===== config.mk =====
export PLATFORM = sky130hd
export DESIGN_NAME = timer_counter
export DESIGN_NICKNAME = d
export VERILOG_FILES = /design/src/timer_counter_pkg.sv /design/src/timer_counter.sv /design/src/count_edge_detect.sv
export SDC_FILE = /design/constraint.sdc
export NUM_CORES = 1
export LEC_CHECK = 0
export ABC_AREA = 1
export BUFFER_PORTS_ARGS = -buffer_cell sky130_fd_sc_hd__buf_2
export CORE_ASPECT_RATIO = 0.7
export CORE_MARGIN = 8
export CORE_UTILIZATION = 53
export DETAILED_ROUTE_END_ITERATION = 16
export PLACE_DENSITY = 0.76
export SYNTH_ARGS = -nofsm -noshare
export SYNTH_HDL_FRONTEND = slang
export SYNTH_SLANG_ARGS = --single-unit

===== constraint.sdc =====
create_clock -name clk -period 1.6 [get_ports clk]
set_input_delay 0.24 -clock clk [delete_from_list [all_inputs] [get_ports clk]]
set_output_delay 0.24 -clock clk [all_outputs]
set_load 0.01 [all_outputs]

===== src/timer_counter_pkg.sv =====
package timer_counter_pkg;

    // Cycles during which incrementing stays suppressed after a count write.
    localparam logic [1:0] INHIBIT_CYCLES = 2'h2;
    localparam logic [1:0] INHIBIT_NONE = 2'h0;

    // Values after reset.
    localparam logic [7:0] COUNT_RESET = 8'h00;
    localparam logic [7:0] BUFFER_RESET = 8'h00;
    localparam logic [7:0] PRESCALE_RESET = 8'h00;

    // Width select encoding: set selects 8-bit counting.
    localparam logic WIDTH_8BIT = 1'b1;

    // Wrap points of the count.
    localparam logic [7:0] COUNT_MAX_8 = 8'hFF;
    localparam logic [15:0] COUNT_MAX_16 = 16'hFFFF;

endpackage


===== src/timer_counter.sv =====
`timescale 1ns/10ps

module timer_counter
(
    input wire logic clk,
    input wire logic arst_n,
    input wire logic ext_count_input,
    input wire logic clock_source_select,
    input wire logic source_edge_select,
    input wire logic prescaler_bypass,
    input wire logic [2:0] prescale_ratio_select,
    input wire logic width_select,
    input wire logic sleep_active,
    input wire logic low_wr,
    input wire logic high_wr,
    input wire logic [7:0] wr_data,
    input wire logic low_rd,
    input wire logic flag_clear,
    input wire logic overflow_irq_enable,
    output logic [7:0] low_count_byte,
    output logic [7:0] high_byte_buffer,
    output logic overflow_flag,
    output logic irq
);

    logic rst_meta;
    logic rst_n;
    logic ext_edge;
    logic [7:0] count_high;
    logic [7:0] prescale_count;
    logic [1:0] inhibit;
    logic blocked;
    logic src_event;
    logic prescale_hit;
    logic tick;
    logic wrap;

    // ********************************************
    // Divider mask for the selected prescale ratio.
    // ********************************************
    function automatic logic [7:0] ratio_mask(input logic [2:0] sel);
        logic [8:0] span;
        span = 9'h002 << sel;
        return 8'(span - 9'h001);
    endfunction

    // ********************************************
    // Reset release through two flip-flops.
    // ********************************************
    always_ff @(posedge clk or negedge arst_n)
    begin
        if (!arst_n)
        begin
            rst_meta <= 1'b0;
            rst_n <= 1'b0;
        end
        else
        begin
            rst_meta <= 1'b1;
            rst_n <= rst_meta;
        end
    end

    // ********************************************
    // External count input synchronizer and edge select.
    // ********************************************
    count_edge_detect edge_detect
    (
        .clk(clk),
        .rst_n(rst_n),
        .pin(ext_count_input),
        .falling_select(source_edge_select),
        .edge_pulse(ext_edge)
    );

    // ********************************************
    // Increment source and gating.
    // ********************************************
    always_comb
    begin
        // The timer needs clock cycles, so it is halted during sleep.
        blocked = low_wr || (inhibit != timer_counter_pkg::INHIBIT_NONE) || sleep_active;
        if (clock_source_select)
        begin
            src_event = ext_edge;
        end
        else
        begin
            src_event = 1'b1;
        end
        // Reaching or passing the mask is a hit, so a lower ratio takes effect at once.
        prescale_hit = (prescale_count >= ratio_mask(prescale_ratio_select));
        if (prescaler_bypass)
        begin
            tick = src_event && !blocked;
        end
        else
        begin
            tick = src_event && !blocked && prescale_hit;
        end
        if (width_select == timer_counter_pkg::WIDTH_8BIT)
        begin
            wrap = tick && (low_count_byte == timer_counter_pkg::COUNT_MAX_8);
        end
        else
        begin
            wrap = tick && ({count_high, low_count_byte} == timer_counter_pkg::COUNT_MAX_16);
        end
    end

    // ********************************************
    // Write inhibit window.
    // ********************************************
    always_ff @(posedge clk or negedge rst_n)
    begin
        if (!rst_n)
        begin
            inhibit <= timer_counter_pkg::INHIBIT_NONE;
        end
        else if (low_wr)
        begin
            inhibit <= timer_counter_pkg::INHIBIT_CYCLES;
        end
        else if (inhibit != timer_counter_pkg::INHIBIT_NONE)
        begin
            inhibit <= inhibit - 2'h1;
        end
    end

    // ********************************************
    // Prescaler counter, hidden from software.
    // ********************************************
    always_ff @(posedge clk or negedge rst_n)
    begin
        if (!rst_n)
        begin
            prescale_count <= timer_counter_pkg::PRESCALE_RESET;
        end
        else if (low_wr && !prescaler_bypass)
        begin
            prescale_count <= timer_counter_pkg::PRESCALE_RESET;
        end
        else if (!prescaler_bypass && src_event && !blocked)
        begin
            if (prescale_hit)
            begin
                prescale_count <= timer_counter_pkg::PRESCALE_RESET;
            end
            else
            begin
                prescale_count <= prescale_count + 8'h01;
            end
        end
    end

    // ********************************************
    // Low count byte.
    // ********************************************
    always_ff @(posedge clk or negedge rst_n)
    begin
        if (!rst_n)
        begin
            low_count_byte <= timer_counter_pkg::COUNT_RESET;
        end
        else if (low_wr)
        begin
            low_count_byte <= wr_data;
        end
        else if (tick)
        begin
            low_count_byte <= low_count_byte + 8'h01;
        end
    end

    // ********************************************
    // High count byte, counting only in 16-bit mode.
    // ********************************************
    always_ff @(posedge clk or negedge rst_n)
    begin
        if (!rst_n)
        begin
            count_high <= timer_counter_pkg::COUNT_RESET;
        end
        else if (low_wr && width_select != timer_counter_pkg::WIDTH_8BIT)
        begin
            count_high <= high_byte_buffer;
        end
        else if (tick && width_select != timer_counter_pkg::WIDTH_8BIT
                 && low_count_byte == timer_counter_pkg::COUNT_MAX_8)
        begin
            count_high <= count_high + 8'h01;
        end
    end

    // ********************************************
    // High byte buffer.
    // ********************************************
    always_ff @(posedge clk or negedge rst_n)
    begin
        if (!rst_n)
        begin
            high_byte_buffer <= timer_counter_pkg::BUFFER_RESET;
        end
        else if (high_wr)
        begin
            high_byte_buffer <= wr_data;
        end
        else if (low_rd && width_select != timer_counter_pkg::WIDTH_8BIT)
        begin
            high_byte_buffer <= count_high;
        end
    end

    // ********************************************
    // Overflow flag; a wrap in the clearing cycle wins.
    // ********************************************
    always_ff @(posedge clk or negedge rst_n)
    begin
        if (!rst_n)
        begin
            overflow_flag <= 1'b0;
        end
        else if (wrap)
        begin
            overflow_flag <= 1'b1;
        end
        else if (flag_clear)
        begin
            overflow_flag <= 1'b0;
        end
    end

    // ********************************************
    // Masked interrupt request.
    // ********************************************
    always_ff @(posedge clk or negedge rst_n)
    begin
        if (!rst_n)
        begin
            irq <= 1'b0;
        end
        else
        begin
            irq <= overflow_flag && overflow_irq_enable;
        end
    end

    // ********************************************
    // Checks.
    // ********************************************
    a_write_inhibit: assert property (@(posedge clk) disable iff (!rst_n)
        (low_wr ##1 !low_wr [*2]) |-> $stable(low_count_byte) ##1 $stable(low_count_byte))
        else $error("Count advanced inside the write inhibit window.");

    a_timer_increment: assert property (@(posedge clk) disable iff (!rst_n)
        (tick && !low_wr) |=> low_count_byte == $past(low_count_byte) + 8'h01)
        else $error("Count did not advance by one on a tick.");

    a_bypass_direct: assert property (@(posedge clk) disable iff (!rst_n)
        (prescaler_bypass && !clock_source_select && !blocked)
        |=> low_count_byte == $past(low_count_byte) + 8'h01)
        else $error("Bypassed timer missed an instruction cycle.");

    a_prescale_ratio: assert property (@(posedge clk) disable iff (!rst_n)
        (!prescaler_bypass && !blocked && prescale_count < ratio_mask(prescale_ratio_select))
        |=> $stable(low_count_byte))
        else $error("Prescaled tick before the selected ratio was reached.");

    a_prescale_clear: assert property (@(posedge clk) disable iff (!rst_n)
        (low_wr && !prescaler_bypass) |=> prescale_count == 8'h00)
        else $error("Count write did not clear the prescaler.");

    a_overflow_set: assert property (@(posedge clk) disable iff (!rst_n)
        wrap |=> overflow_flag && low_count_byte == 8'h00)
        else $error("Wrap did not set the overflow flag.");

    a_irq_masked: assert property (@(posedge clk) disable iff (!rst_n)
        !(overflow_flag && overflow_irq_enable) |=> !irq)
        else $error("Interrupt raised while masked or flag clear.");

    a_snapshot_read: assert property (@(posedge clk) disable iff (!rst_n)
        (low_rd && !high_wr && width_select != timer_counter_pkg::WIDTH_8BIT)
        |=> high_byte_buffer == $past(count_high))
        else $error("Low byte read did not capture the high count.");

    a_load_16bit: assert property (@(posedge clk) disable iff (!rst_n)
        (low_wr && width_select != timer_counter_pkg::WIDTH_8BIT)
        |=> count_high == $past(high_byte_buffer) && low_count_byte == $past(wr_data))
        else $error("Low byte write did not load all sixteen bits.");

    a_sleep_frozen: assert property (@(posedge clk) disable iff (!rst_n)
        (sleep_active && !low_wr) |=> $stable(low_count_byte) && !$rose(overflow_flag))
        else $error("Timer advanced during sleep.");

endmodule


===== src/count_edge_detect.sv =====
`timescale 1ns/10ps

module count_edge_detect
(
    input wire logic clk,
    input wire logic rst_n,
    input wire logic pin,
    input wire logic falling_select,
    output logic edge_pulse
);

    logic pin_meta;
    logic pin_sync;
    logic pin_last;

    // ********************************************
    // Two-stage synchronizer to the instruction clock.
    // ********************************************
    always_ff @(posedge clk or negedge rst_n)
    begin
        if (!rst_n)
        begin
            pin_meta <= 1'b0;
            pin_sync <= 1'b0;
            pin_last <= 1'b0;
        end
        else
        begin
            pin_meta <= pin;
            pin_sync <= pin_meta;
            pin_last <= pin_sync;
        end
    end

    // ********************************************
    // Edge selection on the synchronized level.
    // ********************************************
    always_ff @(posedge clk or negedge rst_n)
    begin
        if (!rst_n)
        begin
            edge_pulse <= 1'b0;
        end
        else if (falling_select)
        begin
            edge_pulse <= pin_last & ~pin_sync;
        end
        else
        begin
            edge_pulse <= pin_sync & ~pin_last;
        end
    end

endmodule


## Yosys cells after proc, flatten, opt, wreduce, memory -nomap -nowiden

Cells that the tools add are included.

- Logic and storage cells: 67
- Input bits: 24
- Bits in registers: 42

- Reductions and logical operators: 23
- Bitwise operators: 5
- Add/subtract/negate cells: 5
- Shifts and indexed selects: 1
- Equal/unequal tests: 2
- Multiplexer cells: 17
- Magnitude comparators: 1

Operators by type and width:

| cell | count |
|---|---|
| $mux W8 | 9 |
| $add A8 B1 Y8 const B | 3 |
| $eq A16 B16 Y1 const B | 1 |
| $reduce_bool A2 Y1 | 7 |
| $logic_and A1 B1 Y1 | 12 |
| $eq A8 B8 Y1 const B | 1 |
| $ge A8 B8 Y1 | 1 |
| $shl A2 B3 Y8 const A | 1 |
| $sub A8 B1 Y8 const B | 1 |
| $mux W1 | 6 |
| $mux W2 | 2 |
| $not A1 Y1 | 3 |
| $and A1 B1 Y1 | 2 |
| $logic_not A1 Y1 | 2 |
| $logic_or A1 B1 Y1 | 2 |
| $sub A2 B1 Y2 const B | 1 |

## Logic depth before layout (Yosys ltp)

Gate-level depths: netlist (run 1).

- Word-level depth: 11
- Gate-level depth with buffers: 19
- Mapped depth without buffers: 19

## Hierarchy

A second synthesis (run 1) with hierarchy kept.

- Cell total of the unflattened synthesis: 340
- Area total of the unflattened synthesis: 2547.4 µm²

By module, submodules not included:

| module | instances | cells an instance | sequential area each (µm²) | area an instance (µm²) |
|---|---|---|---|---|
| timer_counter | 1 | 330 | 950.9 | 2422.3 |
| count_edge_detect | 1 | 10 | 100.1 | 125.1 |

## Worst setup path after synthesis (run 1)

No wires, ideal clock.

- Path kind: input port to flip-flop
- From: input port prescale_ratio_select[0]
- To: register low_count_byte[5]
- Path buffers: 0
- Path slack: -623 ps
- Arrival: 2096 ps
- Data required time: 1473 ps
- Library setup time: 127 ps
- Cell stages on the path: 17
- Cells stage by stage: nor2_1 > inv_1 > nor2_1 > inv_1 > ha_1 > o21ai_0 > nor2_1 > a31oi_1 > ha_1 > nand2_1 > inv_1 > a21oi_1 > nand3_1 > nand2_2 > nand2_1 > nand2_1 > o21ai_0

- Word-level cells in the longest chain between the ends: 6

RTL lines:

| element | RTL line | text |
|---|---|---|
| from (decl) | timer_counter.sv:11 | `input wire logic [2:0] prescale_ratio_select,` |
| $shl A2 B3 Y8 | timer_counter.sv:43 | `span = 9'h002 << sel;` |
| $sub A8 B1 Y8 | timer_counter.sv:44 | `return 8'(span - 9'h001);` |
| $ge A8 B8 Y1 | timer_counter.sv:92 | `prescale_hit = (prescale_count >= ratio_mask(prescale_ratio_select));` |
| $logic_and A1 B1 Y1 | timer_counter.sv:99 | `tick = src_event && !blocked && prescale_hit;` |
| $mux W1 | timer_counter.sv:93 | `if (prescaler_bypass)` |
| $reduce_bool A2 Y1 (no source line) | -- |  |
| to (signal assigned) | timer_counter.sv:163 | `low_count_byte <= timer_counter_pkg::COUNT_RESET;` |
| to (signal assigned) | timer_counter.sv:167 | `low_count_byte <= wr_data;` |
| to (signal assigned) | timer_counter.sv:171 | `low_count_byte <= low_count_byte + 8'h01;` |
| to (decl) | timer_counter.sv:20 | `output logic [7:0] low_count_byte,` |

Every way passes these cells.
A chain may end at the register's enable or synchronous reset.

## Final worst setup path (run 1)

- From: input port prescale_ratio_select[2]
- To: register count_high[2]

- Word-level cells in the longest chain between the ends: 8

RTL lines:

| element | RTL line | text |
|---|---|---|
| $shl A2 B3 Y8 | timer_counter.sv:43 |  |
| $sub A8 B1 Y8 | timer_counter.sv:44 |  |
| $ge A8 B8 Y1 | timer_counter.sv:92 |  |
| $logic_and A1 B1 Y1 | timer_counter.sv:99 |  |
| $mux W1 | timer_counter.sv:93 |  |
| $logic_and A1 B1 Y1 | timer_counter.sv:188 | `else if (tick && width_select != timer_counter_pkg::WIDTH_8BIT` |
| $logic_and A1 B1 Y1 | timer_counter.sv:189 | `&& low_count_byte == timer_counter_pkg::COUNT_MAX_8)` |
| $reduce_bool A2 Y1 (no source line) | -- |  |
| to (signal assigned) | timer_counter.sv:182 | `count_high <= timer_counter_pkg::COUNT_RESET;` |
| to (signal assigned) | timer_counter.sv:186 | `count_high <= high_byte_buffer;` |
| to (signal assigned) | timer_counter.sv:191 | `count_high <= count_high + 8'h01;` |
| to (decl) | timer_counter.sv:29 | `logic [7:0] count_high;` |

Every way passes these cells.

==> results.yml, run 1 <==
setup_path:
  crit_fanout: 6
  start_kind: "input pin"
  cp_cell_sequence: "buf_2 > inv_1 > nand3_1 > ha_4 > inv_4 > xor2_1 > inv_1 > ha_4 > nand2_1 > inv_1 > nand2_1 > nand2_2 > nand2_4 > nand3_4 > nand3_4 > buf_12 > nand3_1 > nand2_1"
  crit_required_ns: 1.79
  critPathSlowestCell: "ha_4"
  cp_data_arrival_time_ns: 2.40
  timing.rr.start: "prescale_count[5]"
  worstRegToRegCells: 10
  timing.rr.end: "count_high[2]"
  slowest_delay_ns: 0.28
  crit_type: "input pin to flop"
  endpoint_kind: "flop"
  r2r_slack_ns: -0.14
placed_design:
  placed_cells: 466
  hpwl_mm: 4.678
  place_congestion: 0.8833
  io_buffer_count: 41
layout:
  n_fill_cell: 354
  fin_nets: 469
  instances_no_fill: 491
  drive_above_1_share_pct: 33.41
  antenna_cells: 0
  syn2layout_area_growth_pct: 36.84
synthesis:
  async_flop_share_pct: 100.0
  synth.most_common_cell: "nand2_1"
  synth.distinct_cells: 28
  syn_area_sq_um: 2524
  ys.flop_type: "dfrtp_1"
  synth_area_leader_cell: "dfrtp_1"
  synthTopCellsByArea: "dfrtp_1, nand2_1, nand3_1"
  yosys_register_bits: 42
  yosysWarnings: 0
  synth_edf_count: 0
  synth_top_area_share_pct: 41.65
  ys_seq_area_share_pct: 41.65
  yosys-top-cells-count: "nand2_1, dfrtp_1, inv_1"
  syn-num-nets: 382
  avgSynthCellArea_sq_um: 7.294
  synthCells: 346
timing:
  worst_pin_slew_ns: 0.5208
  hold_violations: 0
  rsz0062_at_grt: "true"
  final.setup.worst_slack_ns: -0.6026
  fin_crit_ns: 2.203
  fmax_mhz: 454.0
  holdWs_ns: 0.05230
  fin_tns_setup_ns: -12.39
  drv_slew: 0
  finClkSkew_ns: 0.008873
  slew_headroom_pct: 65.28
  setup_viol: 25
  fin_crit_sh_pct: 137.7
route:
  drt_first_pass_iters: 4
  top_layer_used: "met4"
  vias: 2568
  drt-wirelength-per-cell_um: 14.60
  met1_length_mm: 3.222
  wl_met2_mm: 3.455
  first_iter_violations: 113
  routed_wirelength_mm: 7.169
  avgViaCountPerCell: 5.230
  routed-wl-met3_um: 296
  route.detailed.drc: 0
  ant_nets: 0
outcome:
  violations: "setup timing"
  status: "finished, violations left"
pwr:
  vdd_ir_drop_max_uv: 703.8
  p_leak_nw: 1.858
  power_density_nw_per_um2: 976.0
global_route:
  grt_pass1_wl_mm: 10.99
  grt_max_degree: 41
  antenna_found_initial: 0
  grt_pass1_vias: 2459
  overflow: 0
  grt_usage_pct: 18.94
floorplan:
  coreArea_sq_um: 4677
  io_pins: 42
  initial_core_util_pct: 53.96
  die_h_um: 73.74
  fp.dieArea_sq_um: 7261
  die_w_um: 98.48
  num_rows: 21
clock_tree:
  path_clk_slew_ns: 0.08
  cts_root_buf: "clkbuf_8"
  cts_tree: "done"
  clockBufferDepth: 2
  cts_sinks: 42
  htreeDepth: 2
  clkLatencyLatePin_ns: 0.30
  numCtsBuffers: 5
worst_hold_path:
  hold_end: "edge_detect.pin_meta"
  worst_hold_path.num_cells: 1
  hp-start: "ext_count_input"
  min_path_type: "input pin to flop"
run:
  cap_violations: 0
==> kinds of logic (layout without fill, tap and decap cells) <==
group	Yosys count	count (layout)	synth area share [%]
buffers and inverters	49	136	7.685
and+or+nand+nor	197	198	33.91
xor gates and xnor gates	7	7	2.429
other	1	1	0.1486
adders and majority gates	12	12	5.949
AOI/OAI and AO/OA	38	38	8.230
DFF	42	42	41.65
==> flip-flops by register name, indices dropped and copies added, names as in the netlist, 2 cells and up <==
name and flops:
count_high 8, high_byte_buffer 8, inhibit 2, low_count_byte 8
prescale_count 8
==> area by class of cell <==
cell class	count	area [sq um]	area share, %
multi-input combinational	256	1478	42.79
sequential	42	1051	30.43
timing repair buffer	85	574.3	16.63
inverter	43	168.9	4.891
clock buffer	6	72.57	2.101
tap	57	71.32	2.065
clock inverter	2	37.54	1.087
==> worst max-delay path by stage <==
stage,from,end,slack [ns]
floorplan,prescale_ratio_select[1],low_count_byte[5],-0.47
global placement,prescale_ratio_select[1],low_count_byte[1],-0.75
detailed placement,prescale_ratio_select[1],count_high[1],-0.82
CTS,prescale_ratio_select[0],count_high[1],-0.42
global route,prescale_ratio_select[2],count_high[2],-0.70
finish,prescale_ratio_select[2],count_high[2],-0.60
==> report_power, final <==
part	switching (W)	internal [W]	total (W)	leakage, nW
combinational	0.000636	0.000483	0.00112	1.28
clock	0.000387	0.000466	0.000853	0.0514
sequential	0.000160	0.00124	0.00140	0.526
total	0.00118	0.00219	0.00337	1.86
==> cells in the final DEF, fill, tap and decap left out, types with 3 or more instances in the layout <==
master / n
nand2_4: 6
nand2_1: 99
nor2_4: 3
buf_4: 40
buf_6: 3
a21oi_2: 4
a21oi_1: 8
inv_4: 3
nor2_1: 26
a31oi_1: 8
clkbuf_8: 5
o21ai_1: 3
nand3_1: 30
nand3_2: 5
nand4_1: 3
o21ai_0: 11
xnor2_1: 5
ha_1: 10
nand2_2: 16
dfrtp_1: 42
buf_2: 39
nand3_4: 3
inv_2: 6
inv_1: 34
==> through the flow <==
stage / total power [W] / setup WS [ns] / instance area (sq um) / utilization (%)
2_1_floorplan: 0.001997 / -0.4717 / 2571 / -
3_3_place_gp: 0.002331 / -0.7463 / 3038 / 64.95
3_5_place_dp: 0.002368 / -0.8174 / 3038 / 64.95
4_1_cts: 0.003286 / -0.4236 / 3343 / 71.48
5_1_grt: 0.003585 / -0.7004 / 3453 / 73.84
6_report: 0.003371 / -0.6026 / 3453 / 73.84
==> per-layer routing <==
metal	vias up	global-route usage, %
met3	19	4.352
met4	0	8.629
li1	1280	-
met1	1199	23.99
met2	70	30.28
met5	-	0
==> worst max-delay path, delay by kind of cell <==
kind,cells,cell delay [ns]
buf+inv,6,0.59
xor+xnor,1,0.17
fa+ha+maj,2,0.53
simple gates,9,0.84
==> what timing repair did <==
item | in CTS | in global routing
hold buffers | 1 | 0
gates resized for setup | 21 | 26
hold endpoints to repair | 2 | 0
setup buffers | 13 | 2
pin swaps | 26 | 19
endpoints found under the setup margin | 25 | 25
gates cloned | 1 | 0
No activity file was read; power rests on OpenSTA's default activity.
==> inputs of run 2 (changes only) <==
--- a/config.mk
+++ b/config.mk
@@ -9,9 +9,9 @@
 export BUFFER_PORTS_ARGS = -buffer_cell sky130_fd_sc_hd__buf_2
 export CORE_ASPECT_RATIO = 0.7
 export CORE_MARGIN = 8
-export CORE_UTILIZATION = 53
+export CORE_UTILIZATION = 55
 export DETAILED_ROUTE_END_ITERATION = 16
-export PLACE_DENSITY = 0.76
+export PLACE_DENSITY = 0.78
 export SYNTH_ARGS = -nofsm -noshare
 export SYNTH_HDL_FRONTEND = slang
 export SYNTH_SLANG_ARGS = --single-unit
==> results.yml, run 2 (synthesis gave the netlist of run 1 again) <==
layout:
  final_cell_area_sq_um: 3331
  regArea_sq_um: 1051
  fin_nets: 461
  utilization_pct: 76.06
  multi_input_area_sq_um: 1425
  drive_above_1_share_pct: 29.58
  antenna_cells: 0
  n_fill_cell: 322
  syn2layout_area_growth_pct: 31.98
  layout_common_cells: "nand2_1, dfrtp_1, buf_2"
  layout_commonest_cell: "nand2_1"
setup_path:
  crit_required_ns: 1.79
  endpoint_kind: "flop"
  crit_fanout: 5
  worstRegToRegCells: 11
  crit_type: "input pin to flop"
  cp_data_arrival_time_ns: 2.25
  timing.rr.start: "prescale_count[2]"
  cp-startpoint: "prescale_ratio_select[1]"
  start_kind: "input pin"
timing:
  finClkSkew_ns: 0.003584
  worst_pin_slew_ns: 0.5086
  rsz0062_at_grt: "true"
  fin_tns_setup_ns: -9.633
  holdWs_ns: 0.06745
  final.setup.worst_slack_ns: -0.4572
  fmax_mhz: 486.1
  setup_viol: 25
  fin_crit_ns: 2.057
  hold_violations: 0
  fin_crit_sh_pct: 128.6
  drv_slew: 0
  slew_headroom_pct: 66.09
floorplan:
  die_h_um: 72.68
  initial_core_util_pct: 57.63
  io_pins: 42
  fp.dieArea_sq_um: 7047
  coreArea_sq_um: 4379
  die_w_um: 96.96
  num_rows: 20
clock_tree:
  cts_sinks: 42
  clkLatencyLatePin_ns: 0.30
  htreeDepth: 2
  cts_root_buf: "clkbuf_8"
  numCtsBuffers: 5
  clockBufferDepth: 2
  path_clk_slew_ns: 0.08
  cts_tree: "done"
worst_hold_path:
  hp-start: "ext_count_input"
  min_path_type: "input pin to flop"
  worst_hold_path.num_cells: 1
placed_design:
  place_area_sq_um: 3030
  hpwl_mm: 4.754
  place_congestion: 0.8922
  io_buffer_count: 41
route:
  met1_length_mm: 2.919
  ant_nets: 0
  route.detailed.drc: 0
  top_layer_used: "met4"
  first_iter_violations: 158
  drt_first_pass_iters: 4
  routed-wl-met3_um: 376
  routed_wirelength_mm: 6.724
  avgViaCountPerCell: 5.245
  wl_met2_mm: 3.314
  drt-wirelength-per-cell_um: 13.98
  vias: 2523
global_route:
  grt_max_degree: 41
  grt_pass1_vias: 2467
  overflow: 0
  grt_pass1_wl_mm: 11.03
  grt_usage_pct: 18.82
  antenna_found_initial: 0
pwr:
  vdd_ir_drop_max_uv: 690.0
  power_density_nw_per_um2: 984.2
  p_leak_nw: 1.790
  total_power_w: 0.003278
run:
  cap_violations: 0
outcome:
  status: "finished, violations left"
  violations: "setup timing"
-- run 2: changes by cell type in the layout (fill, tap and decap cells not counted), moves of 2 or more --
cell     change
buf_4        -7
nand2_1      +6
a21oi_2      -3
nand2_4      -3
a21oi_1      +3
nand3_2      +2
nand2_2      -4
-- run 2: routing by layer --
layer / global-route usage [%] / up-vias
li1: - / 1262
met1: 22.94 / 1175
met2: 31.96 / 75
met3: 4.352 / 11
met4: 6.961 / 0
met5: 0 / -
-- run 2: critical path: stages --
cell and delay, ns:
buf_8 0.10, nor2_4 0.12, inv_2 0.06, nor2_4 0.12
inv_2 0.05, ha_4 0.16, inv_4 0.05, xor2_1 0.14
inv_1 0.09, ha_4 0.28, nand2_2 0.05, inv_2 0.05
nand2_2 0.05, nand2_2 0.06, nand2_2 0.07, nand3_4 0.11
nand3_4 0.15, buf_6 0.17, nand3_2 0.06, nand2_2 0.06
-- run 2: per-stage QoR --
step                setup slack [ns]  std cells
finish                       -0.4572        481
global route                 -0.6051        481
CTS                          -0.4465        480
detailed placement           -0.8605        465
global placement             -0.7338        465
floorplan                    -0.4717        346
-- run 2: final cells by class --
class,count,share of cell area [%]
Multi-Input combinational cell,255,42.79
Clock inverter,1,0.9016
Clock buffer,7,2.292
Timing Repair Buffer,78,15.40
Inverter,43,4.996
Tap cell,55,2.066
Sequential cell,42,31.56
-- run 2: repair_timing --
| item | CTS | global route |
|---|---|---|
| setup endpoints to repair | 25 | 25 |
| pin swaps | 17 | 14 |
| gates resized for setup | 12 | 19 |
| buffers inserted | 6 | 1 |
| hold endpoints to repair | 2 | 0 |
| hold buffers | 1 | 0 |
-- run 2: power by group --
part           internal (W)  total, W  switching, W
Sequential          0.00124   0.00139      0.000150
Clock              0.000467  0.000830      0.000363
Combinational      0.000470   0.00106      0.000590
Total               0.00218   0.00328       0.00110
-- run 2: final timing paths --
check / end / slack, ns
worst max register to register: count_high[5] / -0.06
worst min-delay path: edge_detect.pin_meta / 0.07
worst max-delay path: count_high[5] / -0.46
worst min register to register: count_high[3] / 0.31
max in group asynchronous: prescale_count[1] / 0.95
min in group asynchronous: rst_meta / 0.24
